## config.mk

```make
export PLATFORM = sky130hd
export DESIGN_NAME = cmp_page_ctrl
export DESIGN_NICKNAME = d
export VERILOG_FILES = /design/src/logic/cmp_pkg.sv /design/src/logic/cmp_page_ctrl.sv
export SDC_FILE = /design/constraint.sdc
export NUM_CORES = 2
export LEC_CHECK = 0
export BUFFER_PORTS_ARGS = -buffer_cell sky130_fd_sc_hd__buf_4
export CORE_ASPECT_RATIO = 0.9
export CORE_MARGIN = 2
export CORE_UTILIZATION = 32
export CTS_CLUSTER_SIZE = 28
export DETAILED_ROUTE_END_ITERATION = 16
export MAX_ROUTING_LAYER = met4
export SLEW_MARGIN = 20
export SYNTH_ARGS = -nofsm -noshare
export SYNTH_HDL_FRONTEND = slang
export SYNTH_SLANG_ARGS = --single-unit
```

## constraint.sdc

```tcl
create_clock -name pclk -period 3.8 [get_ports pclk]
set_input_delay 0.19 -clock pclk [delete_from_list [all_inputs] [get_ports pclk]]
set_output_delay 0.19 -clock pclk [all_outputs]
set_load 0.01 [all_outputs]
```

## src/logic/cmp_pkg.sv

```systemverilog
`default_nettype none
package cmp_pkg;
    localparam int NUM_OBJ = 6;
    localparam int DATA_DEPTH = 8;
    // Register indices; the byte address is four times the index.
    localparam logic [11:0] IDX_EN = 12'h0DC;
    localparam logic [11:0] IDX_PEND = 12'h0E0;
    localparam logic [11:0] IDX_TXERR = 12'h0EA;
    localparam logic [11:0] IDX_RXERR = 12'h0EB;
    localparam logic [11:0] IDX_TOP = 12'h0EC;
    localparam logic [11:0] IDX_PAGE = 12'h0ED;
    localparam logic [11:0] IDX_STMOB = 12'h0EE;
    localparam logic [11:0] IDX_CDMOB = 12'h0EF;
    localparam logic [11:0] IDX_TAG = 12'h0F0;
    localparam logic [11:0] IDX_MSG = 12'h0FA;
    localparam logic [7:0] RESET_BYTE = 8'h00;
    localparam logic [3:0] NO_OBJECT = 4'hF;
    // Object status bit positions.
    localparam int ST_LENWARN = 7;
    localparam int ST_TXDONE = 6;
    localparam int ST_RXDONE = 5;
    localparam int ST_BITERR = 4;
    localparam int ST_STUFFERR = 3;
    localparam int ST_CRCERR = 2;
    localparam int ST_FORMERR = 1;
    localparam int ST_ACKERR = 0;
    // Configuration/length field positions and codes.
    localparam int CD_REPLY = 5;
    localparam int CD_IDE = 4;
    localparam logic [1:0] CFG_OFF = 2'h0;
    localparam logic [1:0] CFG_TX = 2'h1;
    localparam logic [1:0] CFG_RX = 2'h2;
    localparam logic [1:0] CFG_FBUF = 2'h3;
    localparam logic [3:0] DLC_MAX = 4'h8;
    localparam int TAG_RTR = 2;
    // Frame timing in bit counts, CRC polynomial and error counter step and limit.
    localparam logic [2:0] EOF_TX_LAST = 3'h6;
    localparam logic [2:0] EOF_RX_LAST = 3'h5;
    localparam logic [2:0] STUFF_LIMIT = 3'h6;
    localparam logic [14:0] CRC_POLY = 15'h4599;
    localparam logic [7:0] TXERR_STEP = 8'h08;
    localparam logic [7:0] CNT_MAX = 8'hFF;

    typedef enum logic [3:0] {
        FLD_IDLE = 4'h0, FLD_SOF = 4'h1, FLD_ARB = 4'h2, FLD_CTRL = 4'h3,
        FLD_DATA = 4'h4, FLD_CRC = 4'h5, FLD_CRC_DELIM = 4'h6, FLD_ACK_SLOT = 4'h7,
        FLD_ACK_DELIM = 4'h8, FLD_EOF = 4'h9, FLD_ERROR = 4'hA
    } cmp_field_e;

    typedef struct packed {
        logic valid;
        logic rx_level;
        logic tx_level;
        logic transmitting;
        logic stuff_bit;
        cmp_field_e field;
    } cmp_bit_s;

    typedef struct packed {
        logic [3:0] dlc;
        logic ide;
        logic [31:0] tag;
    } cmp_rx_meta_s;

    typedef struct packed {
        logic valid;
        logic [2:0] obj;
        logic [2:0] idx;
        logic [7:0] data;
    } cmp_rx_byte_s;

    typedef struct packed {
        logic request;
        logic [2:0] obj;
        logic [3:0] len;
        logic ide;
        logic [31:0] tag;
    } cmp_tx_desc_s;
endpackage : cmp_pkg
`default_nettype wire

```

## src/logic/cmp_page_ctrl.sv

```systemverilog
// What this block does
// - Keep a readable 8-bit transmit error count from 0 to 255.
// - Keep a readable 8-bit receive error count from 0 to 255.
// - Priority high nibble shows lowest pending object, or 0xF when none pends.
// - Priority low nibble is free storage for a page preset.
// - Page high nibble selects the object, valid numbers 0 to 5.
// - Index advances after each data access when the active-low bit is 0.
// - Three-bit page index selects the data byte of the selected object.
// - Reception overwrites the length code and warns when it differs.
// - Transmit completion at end of frame; lowest enabled sender served first.
// - Receive completion after sixth end bit; only the lowest matching open object is updated.
// - Flag a sent/seen level mismatch, except arbitration loss and ack slot.
// - Flag a stuff error after more than five equal bits.
// - Check received CRC over start of frame through data field.
// - Flag a form error on bad delimiters or end-of-frame bits.
// - Flag an ack error when a sent frame sees no dominant ack.
// - Configuration code: 00 off, 01 transmit, 10 receive, 11 frame buffer.
// - Configuration stays after completion; rewriting with a code other than off clears completion and enables.
// - Reply-valid bit marks an automatic reply to a remote frame as ready.
// - Extension bit picks 11 or 29 bit identifiers; reception updates it.
// - Length code above 8 counts as 8; reception updates it.
// - Six pending bits, one per object, feed the priority report.
`timescale 1ns/100ps
`default_nettype none
module cmp_page_ctrl #(
    parameter int NUM_OBJ = cmp_pkg::NUM_OBJ
) (
    // Clock and reset.
    input wire logic pclk,
    input wire logic presetn,
    // APB slave.
    input wire logic psel,
    input wire logic penable,
    input wire logic pwrite,
    input wire logic [11:0] paddr,
    input wire logic [31:0] pwdata,
    output logic [31:0] prdata,
    output logic pready,
    output logic pslverr,
    // Bit stream from the protocol engine.
    input wire cmp_pkg::cmp_bit_s bit_in,
    input wire cmp_pkg::cmp_rx_meta_s rx_meta,
    input wire logic [5:0] rx_hit,
    input wire cmp_pkg::cmp_rx_byte_s rx_byte,
    // Transmit side towards the protocol engine.
    input wire logic [2:0] tx_data_idx,
    output cmp_pkg::cmp_tx_desc_s tx_desc,
    output logic [7:0] tx_data_byte
);
    ////////////////////////////////////////////////////////////////////////////////
    function automatic logic [3:0] lowest_set(input logic [5:0] v);
        logic [3:0] r;
        r = cmp_pkg::NO_OBJECT;
        for (int k = 5; k >= 0; k--) begin
            if (v[k]) begin
                r = 4'(k);
            end
        end
        return r;
    endfunction : lowest_set

    function automatic logic [14:0] crc_step(input logic [14:0] c, input logic b);
        return {c[13:0], 1'b0} ^ ((c[14] ^ b) ? cmp_pkg::CRC_POLY : 15'h0000);
    endfunction : crc_step

    function automatic logic [11:0] byte_addr(input logic [11:0] idx);
        return {idx[9:0], 2'b00};
    endfunction : byte_addr

    ////////////////////////////////////////////////////////////////////////////////
    logic [7:0] status_reg [NUM_OBJ];
    logic [7:0] status_next [NUM_OBJ];
    logic [7:0] cd_reg [NUM_OBJ];
    logic [7:0] cd_next [NUM_OBJ];
    logic [31:0] tag_reg [NUM_OBJ];
    logic [31:0] tag_next [NUM_OBJ];
    logic [7:0] data_mem [NUM_OBJ][cmp_pkg::DATA_DEPTH];
    logic [5:0] en_reg, en_next, reply_reg, reply_next;
    logic [7:0] txe_reg, txe_next, rxe_reg, rxe_next;
    logic [7:0] page_reg, page_next;
    logic [3:0] gp_reg, gp_next;
    logic [31:0] prdata_next;
    logic [2:0] cur_obj_reg, cur_obj_next;
    logic cur_valid_reg, cur_valid_next;
    logic [14:0] crc_reg, crc_next, crc_rx_reg, crc_rx_next;
    logic [2:0] run_reg, run_next, eof_reg, eof_next;
    logic last_reg, last_next;
    cmp_pkg::cmp_tx_desc_s tx_desc_next;

    // Bus decode.
    wire access = psel & penable;
    wire wr_en = access & pwrite;
    wire rd_access = access & ~pwrite;
    wire setup_rd = psel & ~penable & ~pwrite;
    wire hit_en = paddr == byte_addr(cmp_pkg::IDX_EN);
    wire hit_pend = paddr == byte_addr(cmp_pkg::IDX_PEND);
    wire hit_txe = paddr == byte_addr(cmp_pkg::IDX_TXERR);
    wire hit_rxe = paddr == byte_addr(cmp_pkg::IDX_RXERR);
    wire hit_hp = paddr == byte_addr(cmp_pkg::IDX_TOP);
    wire hit_page = paddr == byte_addr(cmp_pkg::IDX_PAGE);
    wire hit_st = paddr == byte_addr(cmp_pkg::IDX_STMOB);
    wire hit_cd = paddr == byte_addr(cmp_pkg::IDX_CDMOB);
    wire hit_tag = paddr == byte_addr(cmp_pkg::IDX_TAG);
    wire hit_msg = paddr == byte_addr(cmp_pkg::IDX_MSG);
    wire mapped = hit_en | hit_pend | hit_txe | hit_rxe | hit_hp | hit_page | hit_st
        | hit_cd | hit_tag | hit_msg;

    // Page fields; an object number above 5 selects nothing.
    wire [3:0] page_obj = page_reg[7:4];
    wire index_autoadvance_n = page_reg[3];
    wire [2:0] page_idx = page_reg[2:0];
    wire sel_ok = page_obj < 4'(NUM_OBJ);
    wire [2:0] sel = page_obj[2:0];
    wire data_acc = access & hit_msg & sel_ok;

    // Pending report.
    logic [5:0] irq_pend;
    logic [5:0] tx_cand;
    logic [5:0] rx_open;
    always_comb begin
        for (int i = 0; i < 6; i++) begin
            irq_pend[i] = (i < NUM_OBJ) ? |status_reg[i % NUM_OBJ] : 1'b0;
            tx_cand[i] = (i < NUM_OBJ) ? en_reg[i] & ((cd_reg[i % NUM_OBJ][7:6] == cmp_pkg::CFG_TX)
                | reply_reg[i]) : 1'b0;
            rx_open[i] = (i < NUM_OBJ) ? en_reg[i] & cd_reg[i % NUM_OBJ][7] : 1'b0;
        end
    end
    wire [3:0] top_obj = lowest_set(irq_pend);
    wire [3:0] tx_pick = lowest_set(tx_cand);
    wire [3:0] rx_dflt = lowest_set(rx_open);
    wire [3:0] rx_tgt = lowest_set(rx_hit & rx_open);

    ////////////////////////////////////////////////////////////////////////////////
    // Frame checking on the bit stream.
    wire bv = bit_in.valid;
    wire rxl = bit_in.rx_level;
    wire txing = bit_in.transmitting;
    wire in_crc_fld = bit_in.field inside {cmp_pkg::FLD_SOF, cmp_pkg::FLD_ARB,
        cmp_pkg::FLD_CTRL, cmp_pkg::FLD_DATA};
    wire in_stuff_fld = in_crc_fld | (bit_in.field == cmp_pkg::FLD_CRC);
    wire is_sof = bv & (bit_in.field == cmp_pkg::FLD_SOF);
    wire is_eof = bit_in.field == cmp_pkg::FLD_EOF;
    wire arb_lost = (bit_in.field == cmp_pkg::FLD_ARB) & bit_in.tx_level & ~rxl;
    wire ack_dom = (bit_in.field == cmp_pkg::FLD_ACK_SLOT) & ~rxl;
    wire bit_err = bv & txing & (bit_in.tx_level != rxl) & ~arb_lost & ~ack_dom;
    wire stuff_err = bv & in_stuff_fld & (run_next == cmp_pkg::STUFF_LIMIT);
    wire crc_err = bv & ~txing & (bit_in.field == cmp_pkg::FLD_CRC_DELIM)
        & (crc_rx_reg != crc_reg);
    wire form_err = bv & ~rxl & (bit_in.field inside {cmp_pkg::FLD_CRC_DELIM,
        cmp_pkg::FLD_ACK_DELIM, cmp_pkg::FLD_EOF});
    wire ack_err = bv & txing & (bit_in.field == cmp_pkg::FLD_ACK_SLOT) & rxl;
    wire any_err = bit_err | stuff_err | crc_err | form_err | ack_err;
    wire tx_done = bv & is_eof & txing & (eof_reg == cmp_pkg::EOF_TX_LAST);
    wire rx_done = bv & is_eof & ~txing & (eof_reg == cmp_pkg::EOF_RX_LAST)
        & (rx_tgt != cmp_pkg::NO_OBJECT);
    wire [7:0] err_bits = {3'b000, bit_err, stuff_err, crc_err, form_err, ack_err};

    always_comb begin
        crc_next = crc_reg;
        crc_rx_next = crc_rx_reg;
        run_next = run_reg;
        last_next = last_reg;
        eof_next = eof_reg;
        if (bv) begin
            if (in_crc_fld & ~bit_in.stuff_bit) begin
                crc_next = crc_step(is_sof ? 15'h0000 : crc_reg, rxl);
            end
            if ((bit_in.field == cmp_pkg::FLD_CRC) & ~bit_in.stuff_bit) begin
                crc_rx_next = {crc_rx_reg[13:0], rxl};
            end
            if (in_stuff_fld) begin
                run_next = (rxl == last_reg && !is_sof && run_reg != 3'h7)
                    ? run_reg + 3'h1 : 3'h1;
                last_next = rxl;
            end else begin
                run_next = 3'h0;
            end
            eof_next = is_eof ? eof_reg + 3'h1 : 3'h0;
        end
    end

    // Errors land on the object picked at start of frame: the sender, or else the lowest open receiver.
    always_comb begin
        cur_obj_next = cur_obj_reg;
        cur_valid_next = cur_valid_reg;
        if (is_sof) begin
            cur_obj_next = txing ? tx_pick[2:0] : rx_dflt[2:0];
            cur_valid_next = txing ? (tx_pick != cmp_pkg::NO_OBJECT)
                : (rx_dflt != cmp_pkg::NO_OBJECT);
        end
    end

    // Error counters saturate at both ends.
    always_comb begin
        txe_next = txe_reg;
        rxe_next = rxe_reg;
        if (any_err & txing) begin
            txe_next = (txe_reg > cmp_pkg::CNT_MAX - cmp_pkg::TXERR_STEP)
                ? cmp_pkg::CNT_MAX : txe_reg + cmp_pkg::TXERR_STEP;
        end else if (tx_done & (txe_reg != 8'h00)) begin
            txe_next = txe_reg - 8'h01;
        end
        if (any_err & ~txing) begin
            rxe_next = (rxe_reg == cmp_pkg::CNT_MAX) ? rxe_reg : rxe_reg + 8'h01;
        end else if (rx_done & (rxe_reg != 8'h00)) begin
            rxe_next = rxe_reg - 8'h01;
        end
    end

    ////////////////////////////////////////////////////////////////////////////////
    // Per-object state; hardware status sets win over a software write in the same cycle.
    always_comb begin
        en_next = en_reg;
        reply_next = reply_reg;
        for (int i = 0; i < NUM_OBJ; i++) begin
            logic [7:0] set_v;
            logic sw_here;
            set_v = 8'h00;
            sw_here = wr_en & sel_ok & (sel == 3'(i));
            status_next[i] = status_reg[i];
            cd_next[i] = cd_reg[i];
            tag_next[i] = tag_reg[i];
            if (any_err & cur_valid_reg & (cur_obj_reg == 3'(i))) begin
                set_v = set_v | err_bits;
            end
            if (tx_done & cur_valid_reg & (cur_obj_reg == 3'(i))) begin
                set_v[cmp_pkg::ST_TXDONE] = 1'b1;
                en_next[i] = 1'b0;
                reply_next[i] = 1'b0;
                cd_next[i][cmp_pkg::CD_REPLY] = 1'b0;
            end
            if (rx_done & (rx_tgt == 4'(i))) begin
                set_v[cmp_pkg::ST_RXDONE] = 1'b1;
                set_v[cmp_pkg::ST_LENWARN] = rx_meta.dlc != cd_reg[i][3:0];
                cd_next[i][3:0] = rx_meta.dlc;
                cd_next[i][cmp_pkg::CD_IDE] = rx_meta.ide;
                tag_next[i] = rx_meta.tag;
                if (rx_meta.tag[cmp_pkg::TAG_RTR] & cd_reg[i][cmp_pkg::CD_REPLY]) begin
                    reply_next[i] = 1'b1;
                end else if (cd_reg[i][7:6] != cmp_pkg::CFG_FBUF) begin
                    en_next[i] = 1'b0;
                end
            end
            if (sw_here & hit_st) begin
                status_next[i] = pwdata[7:0];
            end
            if (sw_here & hit_cd) begin
                cd_next[i] = pwdata[7:0];
                en_next[i] = pwdata[7:6] != cmp_pkg::CFG_OFF;
                reply_next[i] = 1'b0;
                if (pwdata[7:6] != cmp_pkg::CFG_OFF) begin
                    status_next[i][cmp_pkg::ST_TXDONE] = 1'b0;
                    status_next[i][cmp_pkg::ST_RXDONE] = 1'b0;
                end
            end
            if (sw_here & hit_tag) begin
                tag_next[i] = pwdata;
            end
            status_next[i] = status_next[i] | set_v;
        end
    end

    // Page register, general-purpose nibble and index advance.
    always_comb begin
        page_next = page_reg;
        gp_next = gp_reg;
        if (wr_en & hit_page) begin
            page_next = pwdata[7:0];
        end else if (data_acc & ~index_autoadvance_n) begin
            page_next[2:0] = page_idx + 3'h1;
        end
        if (wr_en & hit_hp) begin
            gp_next = pwdata[3:0];
        end
    end

    // Read data is captured in the setup cycle and shown in the access cycle.
    always_comb begin
        prdata_next = 32'h0000_0000;
        if (hit_en) begin
            prdata_next = {26'h0, en_reg};
        end else if (hit_pend) begin
            prdata_next = {26'h0, irq_pend};
        end else if (hit_txe) begin
            prdata_next = {24'h0, txe_reg};
        end else if (hit_rxe) begin
            prdata_next = {24'h0, rxe_reg};
        end else if (hit_hp) begin
            prdata_next = {24'h0, top_obj, gp_reg};
        end else if (hit_page) begin
            prdata_next = {24'h0, page_reg};
        end else if (sel_ok & hit_st) begin
            prdata_next = {24'h0, status_reg[sel]};
        end else if (sel_ok & hit_cd) begin
            prdata_next = {24'h0, cd_reg[sel]};
        end else if (sel_ok & hit_tag) begin
            prdata_next = tag_reg[sel];
        end else if (sel_ok & hit_msg) begin
            prdata_next = {24'h0, data_mem[sel][page_idx]};
        end
    end

    // Transmit descriptor for the lowest ready sender.
    always_comb begin
        tx_desc_next.request = tx_pick != cmp_pkg::NO_OBJECT;
        tx_desc_next.obj = tx_pick[2:0];
        tx_desc_next.len = 4'h0;
        tx_desc_next.ide = 1'b0;
        tx_desc_next.tag = 32'h0000_0000;
        if (tx_pick != cmp_pkg::NO_OBJECT) begin
            tx_desc_next.len = (cd_reg[tx_pick[2:0]][3:0] > cmp_pkg::DLC_MAX)
                ? cmp_pkg::DLC_MAX : cd_reg[tx_pick[2:0]][3:0];
            tx_desc_next.ide = cd_reg[tx_pick[2:0]][cmp_pkg::CD_IDE];
            tx_desc_next.tag = tag_reg[tx_pick[2:0]];
            if (reply_reg[tx_pick[2:0]]) begin
                tx_desc_next.tag[cmp_pkg::TAG_RTR] = 1'b0;
            end
        end
    end

    assign pready = 1'b1;
    assign pslverr = access & ~mapped;

    ////////////////////////////////////////////////////////////////////////////////
    always_ff @(posedge pclk or negedge presetn) begin
        if (!presetn) begin
            for (int i = 0; i < NUM_OBJ; i++) begin
                status_reg[i] <= cmp_pkg::RESET_BYTE;
                cd_reg[i] <= cmp_pkg::RESET_BYTE;
                tag_reg[i] <= 32'h0000_0000;
            end
            en_reg <= 6'h00;
            reply_reg <= 6'h00;
            txe_reg <= cmp_pkg::RESET_BYTE;
            rxe_reg <= cmp_pkg::RESET_BYTE;
            page_reg <= cmp_pkg::RESET_BYTE;
            gp_reg <= 4'h0;
            prdata <= 32'h0000_0000;
            cur_obj_reg <= 3'h0;
            cur_valid_reg <= 1'b0;
            crc_reg <= 15'h0000;
            crc_rx_reg <= 15'h0000;
            run_reg <= 3'h0;
            eof_reg <= 3'h0;
            last_reg <= 1'b1;
            tx_desc <= '0;
            tx_data_byte <= 8'h00;
        end else begin
            status_reg <= status_next;
            cd_reg <= cd_next;
            tag_reg <= tag_next;
            en_reg <= en_next;
            reply_reg <= reply_next;
            txe_reg <= txe_next;
            rxe_reg <= rxe_next;
            page_reg <= page_next;
            gp_reg <= gp_next;
            prdata <= setup_rd ? prdata_next : prdata;
            cur_obj_reg <= cur_obj_next;
            cur_valid_reg <= cur_valid_next;
            crc_reg <= crc_next;
            crc_rx_reg <= crc_rx_next;
            run_reg <= run_next;
            eof_reg <= eof_next;
            last_reg <= last_next;
            tx_desc <= tx_desc_next;
            tx_data_byte <= data_mem[tx_desc_next.obj % NUM_OBJ][tx_data_idx];
        end
    end

    // Data buffer has no reset; it is written by software and by reception.
    always_ff @(posedge pclk) begin
        if (data_acc & pwrite) begin
            data_mem[sel][page_idx] <= pwdata[7:0];
        end
        if (rx_byte.valid && rx_byte.obj < 3'(NUM_OBJ)) begin
            data_mem[rx_byte.obj][rx_byte.idx] <= rx_byte.data;
        end
    end
endmodule : cmp_page_ctrl
`default_nettype wire

```

# Word-level counts from Yosys, hierarchy flattened
# Memories as Yosys holds them, arrays and structs flattened.
# Index checks and enable logic that the tools add are counted.
# Widths: inputs -> output; s select.
[word_totals] elab_cells=541 memories=1 ramBits=384 ff_bits=450 in_bits=119 output_inout_bits=83
[mem_list] memory="data_mem" words=6 width=64 rd=2 rd_clocked_by_memory_dff=0 wr=2 line_no="cmp_page_ctrl.sv:77" rtl="logic [7:0] data_mem [NUM_OBJ][cmp_pkg::DATA_DEPTH];"
[classes] n_mux=210 reduce_logical=45 magnitude_cmp=12 n_addsub=7 bitwise=150 div_mod_pow=1 n_eq_ne=64
[ops] op="$mux 32" n=25
[ops] op="$bmux 32 s3" n=2
[ops] op="$mux 8" n=23
[ops] op="$mux 64" n=2
[ops] op="$bmux 8 s3" n=5
[ops] op="$eq 12x10->1 const B" n=10
[ops] op="$and 1x1->1" n=107
[ops] op="$mux 4" n=25
[ops] op="$mux 1" n=83
[ops] op="$mux 5" n=14
[ops] op="$demux 8 s3" n=2
[ops] op="$or 8x8->8" n=6
[ops] op="$reduce_or 8->1" n=6
[ops] op="$reduce_bool 2->1" n=22
[ops] op="$mux 37" n=1
[ops] op="$mux 6" n=6
[ops] op="$mod 3x3->32 const B" n=1
[ops] op="$mux 15" n=2
[ops] op="$eq 4x3->1 const B" n=6
[ops] op="$mux 2" n=12
[ops] op="$ne 4x4->1" n=6
[ops] op="$eq 3x3->1 const B" n=7
[ops] op="$mux 3" n=7
[ops] op="$ge 4x4->1 const B" n=5
[ops] op="other kinds (38)" n=104

# Depth between registers and ports, before layout
[depth] word_depth=18 ltp_mapped=16 ltp_nobuf=15

# Worst setup path after synthesis
# No wires, ideal clock.
[synth_timing] path_kind="register to register" start="reg run_reg[0]" end="reg rxe_reg[7]" path_slack_ps=475 period_less_slack_ps=3325 setup_time_ps=123 t_arrival_ps=3202 n_path_buf=0 required_time_ps=3677 stages_incl_launch_ff=16 path_cell_list="dfrtp_1 ha_1 ha_1 nor4_2 o2111ai_2 a31oi_2 inv_1 ha_1 a21o_1 a21oi_1 o21bai_1 a21oi_1 o21ai_0 xnor2_1 nand2_1 xnor2_1"
[synth_between] elab_chain_cells=14 word_cells_on_any_way=17 classes_between="1 x add/sub; 3 x eq/ne; 4 x mux; 6 x bitwise; 3 x reduce/logical"
[synth_rtl] element="start: declaration" line_no="cmp_page_ctrl.sv:86" rtl="logic [2:0] run_reg, run_next, eof_reg, eof_next;"
[synth_rtl] element="start signal: assignment" line_no="cmp_page_ctrl.sv:363" rtl="run_reg <= run_next;"
[synth_rtl] element="branches (longest 4 deep; another with $add 3x1->3)"
[synth_rtl] element="$mux 3 *" line_no="cmp_page_ctrl.sv:164" rtl="if (bv) begin"
[synth_rtl] element="$eq 3x3->1 *" line_no="cmp_page_ctrl.sv:146" rtl="wire stuff_err = bv & in_stuff_fld & (run_next == cmp_pkg::STUFF_LIMIT);"
[synth_rtl] element="$and 1x1->1 *" line_no="cmp_page_ctrl.sv:146"
[synth_rtl] element="$or 1x1->1 * (4 in a row)" line_no="cmp_page_ctrl.sv:152" rtl="wire any_err = bit_err | stuff_err | crc_err | form_err | ack_err;"
[synth_rtl] element="$and 1x1->1 *" line_no="cmp_page_ctrl.sv:203" rtl="if (any_err & ~txing) begin"
[synth_rtl] element="$ne 2x2->1 (no line) or $reduce_bool 2->1 (tied branches)"
[synth_rtl] element="$reduce_and 2->1 (no line)"
[synth_rtl] element="end signal: assignment" line_no="cmp_page_ctrl.sv:335" rtl="rxe_reg <= cmp_pkg::RESET_BYTE;"
[synth_rtl] element="end signal: assignment" line_no="cmp_page_ctrl.sv:355" rtl="rxe_reg <= rxe_next;"
[synth_rtl] element="end: declaration" line_no="cmp_page_ctrl.sv:79" rtl="logic [7:0] txe_reg, txe_next, rxe_reg, rxe_next;"
# Mark *: on every way between the ends.
# A chain may end at the register's enable or synchronous reset.

# Worst setup path after layout
[layout_timing] start="reg page_reg[5]" end="reg tag_reg[95] (netlist name)"
[layout_between] elab_chain_cells=5 word_cells_on_any_way=7 classes_between="1 x order compare; 1 x eq/ne; 1 x mux; 3 x bitwise; 1 x reduce/logical"
[layout_rtl] element="start: declaration" line_no="cmp_page_ctrl.sv:80" rtl="logic [7:0] page_reg, page_next;"
[layout_rtl] element="start signal: assignment" line_no="cmp_page_ctrl.sv:336" rtl="page_reg <= cmp_pkg::RESET_BYTE;"
[layout_rtl] element="start signal: assignment" line_no="cmp_page_ctrl.sv:356" rtl="page_reg <= page_next;"
[layout_rtl] element="$lt 4x3->1" line_no="cmp_page_ctrl.sv:112" rtl="wire sel_ok = page_obj < 4'(NUM_OBJ);"
[layout_rtl] element="$and 1x1->1" line_no="cmp_page_ctrl.sv:219" rtl="sw_here = wr_en & sel_ok & (sel == 3'(i));"
[layout_rtl] element="$and 1x1->1 *" line_no="cmp_page_ctrl.sv:219"
[layout_rtl] element="$and 1x1->1 *" line_no="cmp_page_ctrl.sv:256" rtl="if (sw_here & hit_tag) begin"
[layout_rtl] element="$mux 32 or $reduce_bool 2->1 (tied branches)"
[layout_rtl] element="end signal: assignment" line_no="cmp_page_ctrl.sv:351" rtl="tag_reg <= tag_next;"
[layout_rtl] element="end: declaration" line_no="cmp_page_ctrl.sv:75" rtl="logic [31:0] tag_reg [NUM_OBJ];"
# Every way passes the cells marked *; elsewhere a longest branch is shown, timed or not.

==> run summary <==
The instance area after placement came out at 53400 sq um. In the final design database the tool counted 4953 nets. The count of flip-flops with a built-in enable after synthesis is 384. The total via count after detailed routing is 41200. Measured along the x axis, the die boundary spans 415 um. After detailed routing, the total wire length is 194000 um.

The number of synthesis warnings came out at 0. The flow ran to the end, and the final reports show no timing, DRC or antenna violations. For met2 alone, demand over resource in global routing was 36.2%. The buffer type at the clock tree root is sky130_fd_sc_hd__clkbuf_16. The net count after synthesis came out at 4726. The count of nets left with antenna violations after detail routing is 0.

The switching share of power is 25.5%. Setup repair after global routing left no endpoint under its margin. The area of the die is 156000 sq um. The count of final hold-check violations is 0. The synthesis-stage register bit count came out at 834. The layout has 14700 filler cells. The cell taking the most area after synthesis is sky130_fd_sc_hd__edfxtp_1. The cell count after synthesis is 4590.

The worst path uses 91.9% of the clock period. The switching component of the power came out at 5470 uW. The arrival time at the worst endpoint came out at 4.09 ns. The post-layout worst setup margin is 0.307 ns. The post-cts gate resize count is 0. The core region is 151000 sq um. The wire length per cell after detailed routing came out at 28.1 um. The via count of the first global-routing pass was 39300. The wire length of the first global-routing pass came out at 280000 um. The HPWL after detailed placement is 126000 um.

The primary flip-flop cell chosen by synthesis mapping is sky130_fd_sc_hd__dfrtp_1. After clock tree synthesis, the clock-pin slew on the worst setup and hold paths is 0.06 ns. Data on the critical path is required at its endpoint by 4.40 ns. The share of cells above drive strength 1 came out at 24.5%. The average size of a mapped cell came out at 10.6 sq um.

The post-route standard cell area excluding fillers came out at 57600 sq um. Hold timing on the final database bottoms out at a slack of 0.0557 ns. The clock net in this run drives a total of 834 sinks. In this run the worst hold path is classified as primary input to flop.

The tightest slew margin relative to the limit came out at 22.1%. The worst setup path is captured at a flop. The weighted congestion reported at the end of routability-driven placement came out at 0.967. The transition time at the pin with the least slew margin is 1.17 ns. The worst-path maximum fanout is 64. The clock insertion delay at the later pin of the skew report is 0.73 ns. The post-synthesis sequential area ratio is 46.7%.

By area the synthesized netlist is led by sky130_fd_sc_hd__edfxtp_1, sky130_fd_sc_hd__dfrtp_1, sky130_fd_sc_hd__mux2_2, sky130_fd_sc_hd__mux2i_1, sky130_fd_sc_hd__nand2_1. The final setup skew is 0.0313 ns. The peak supply drop is 0.359 mV.

The final count of pins violating max slew is 0. The met3 capacity usage during global routing is 5.11%. The top-level port count is 202. The tool flagged a number of max-cap violations equal to 0. The pre-CTS setup slack came out at 0.371 ns. TritonCTS built the clock tree. The total overflow reported by the global router came out at 0. The first routing iteration left 5613 violations.

The maximum clock path buffer count is 3. The maximum level of the CTS H-tree came out at 3. In the synthesized netlist the async set-or-reset flop fraction comes to 54.0%. In the global route stage, met1 resource usage came out at 33.0%. The sequential power share is 46.4%. STA classifies the critical path startpoint as a flop. The kind of critical path is flop to flop. The clock network fraction of design power is 45.0%. The part of the power in combinational logic came out at 8.6%.

Clock tree synthesis inserted a total of 96 buffers. The register area came out at 22800 sq um. The distinct cell type count of the synthesized netlist is 97.

The commonest cells after synthesis are sky130_fd_sc_hd__nand2_1, sky130_fd_sc_hd__mux2_2, sky130_fd_sc_hd__dfrtp_1. The layer flagged by global routing as most heavily used is met2. The flip-flop count of the largest register after layout is 384. The quantity of I/O buffers inserted on ports came out at 200.

The global-route usage over all layers is 24.8%. The routed via count divided by cell count came out at 5.98. Once the floorplan was initialized, standard cells occupied 32.3% of the core. The leakage dissipation is 0.0233 uW.

The total DRC errors in the routed layout came out at 0. The highest clock rate came out at 0.286 GHz. The multi-input combinational cells in the finished layout cover a total of 24300 sq um. The summed negative setup slack over all endpoints is 0 ns. The cell-internal power came out at 16000 uW. In the post-synthesis netlist, the cell with the most instances is sky130_fd_sc_hd__nand2_1. The number of placement rows came out at 135. The power density over the cells came out at 373 nW/um^2. The largest net degree at the start of global routing is 117. The synthesized design devotes to its leading area cell type 23.7% of total area. The height of the chip is 374 um.

The initial antenna violation count came out at 16. The summed instance area of the synthesized netlist is 48800 sq um. The clock period minus final worst setup slack came out at 3.49 ns.

The area growth from synthesis to final layout is 18.1%. The count of TritonRoute iterations in the first routing pass came out at 8. Setup violations remaining at the end of the flow were counted as 0.
==> cell families after synthesis <==
group	share of synthesized area (%)
fa+ha+maj	0.452
simple gates	11.1
other cells	0.00769
xor+xnor	1.15
mux	23.1
buf+inv	3.72
flops	46.7
compound gates	13.7
==> layout by cell type (no fill, tap or decap), types with 19 or more instances in the layout <==
master,instances
sky130_fd_sc_hd__a22o_1,38
sky130_fd_sc_hd__mux4_2,72
sky130_fd_sc_hd__nand2_1,607
sky130_fd_sc_hd__mux2_2,473
sky130_fd_sc_hd__o221ai_1,28
sky130_fd_sc_hd__a22oi_1,67
sky130_fd_sc_hd__edfxtp_1,384
sky130_fd_sc_hd__clkbuf_16,97
sky130_fd_sc_hd__buf_4,407
sky130_fd_sc_hd__o21ai_0,271
sky130_fd_sc_hd__clkbuf_1,19
sky130_fd_sc_hd__dlygate4sd3_1,95
sky130_fd_sc_hd__nor4_1,24
sky130_fd_sc_hd__xnor2_1,31
sky130_fd_sc_hd__nor3_1,30
sky130_fd_sc_hd__xor2_1,33
sky130_fd_sc_hd__a221oi_1,56
sky130_fd_sc_hd__a31oi_1,37
sky130_fd_sc_hd__mux2i_1,431
sky130_fd_sc_hd__nand3_1,84
sky130_fd_sc_hd__nor2_1,337
sky130_fd_sc_hd__o211ai_1,55
sky130_fd_sc_hd__inv_1,28
sky130_fd_sc_hd__a21oi_1,189
sky130_fd_sc_hd__o22ai_1,124
sky130_fd_sc_hd__dfrtp_1,446
sky130_fd_sc_hd__buf_12,29
==> critical path: stages (launching register included) <==
cell                            delay, ns
sky130_fd_sc_hd__dfrtp_4             0.76
sky130_fd_sc_hd__nor2b_4             0.49
sky130_fd_sc_hd__buf_4               0.27
sky130_fd_sc_hd__nand2_1             0.11
sky130_fd_sc_hd__buf_4               0.32
sky130_fd_sc_hd__nor3_4              0.24
sky130_fd_sc_hd__buf_12              0.32
sky130_fd_sc_hd__o21ai_0             0.18
sky130_fd_sc_hd__dlygate4sd3_1       0.59
==> timing repair <==
item                                    4_1_cts  5_1_grt
setup buffers                                 0        0
endpoints found under the setup margin        0        0
endpoints found under the hold margin       356        0
hold buffers                                 95        0
==> routing by layer <==
| metal | vias up | wire (um) |
|---|---|---|
| met3 | 490 | 21400 |
| met4 | 0 | 9700 |
| met2 | 2613 | 85300 |
| li1 | 17600 | - |
| met5 | - | 0 |
| met1 | 20500 | 77600 |
==> power by group through the flow <==
stage | Clock [uW] | Sequential (uW) | Combinational [uW]
3_5_place_dp | 0 | 10100 | 1750
5_1_grt | 10200 | 9990 | 2000
6_report | 9670 | 9960 | 1840
2_1_floorplan | 0 | 9990 | 1120
3_3_place_gp | 0 | 10100 | 1730
4_1_cts | 9800 | 9960 | 1820
==> per-stage QoR <==
stage                     total power [uW]  util, %  instances
final                                21500     38.2       6900
after global routing                 22100     38.2       6898
after CTS                            21600     38.2       6884
after detailed placement             11900     35.4       6610
after global placement               11900     35.4       6610
after floorplan                      11100        -       4590
==> layout make-up <==
cell class / count / area share, %
clock buffer: 128 / 4.63
tap: 1986 / 4.31
timing repair buffer: 532 / 7.99
antenna: 16 / 0.0695
clock inverter: 51 / 0.991
sequential: 834 / 39.6
inverter: 34 / 0.222
multi-input combinational: 3319 / 42.2
==> path summary, 6_finish.rpt <==
| check | endpoint | slack (ns) | cells after the start | startpoint |
|---|---|---|---|---|
| setup / recovery | tag_reg[95] | 0.31 | 8 | page_reg[5] |
| setup reg to reg | tag_reg[95] | 0.31 | 8 | page_reg[5] |
| hold / removal | last_reg | 0.06 | 4 | bit_in[1] |
| min in group asynchronous | crc_reg[3] | 0.10 | 2 | presetn |
| max in group asynchronous | prdata[13] | 2.63 | 3 | presetn |
| hold reg to reg | prdata[28] | 0.48 | 2 | prdata[28] |
Note: power is estimated with default switching activity, not from simulation.
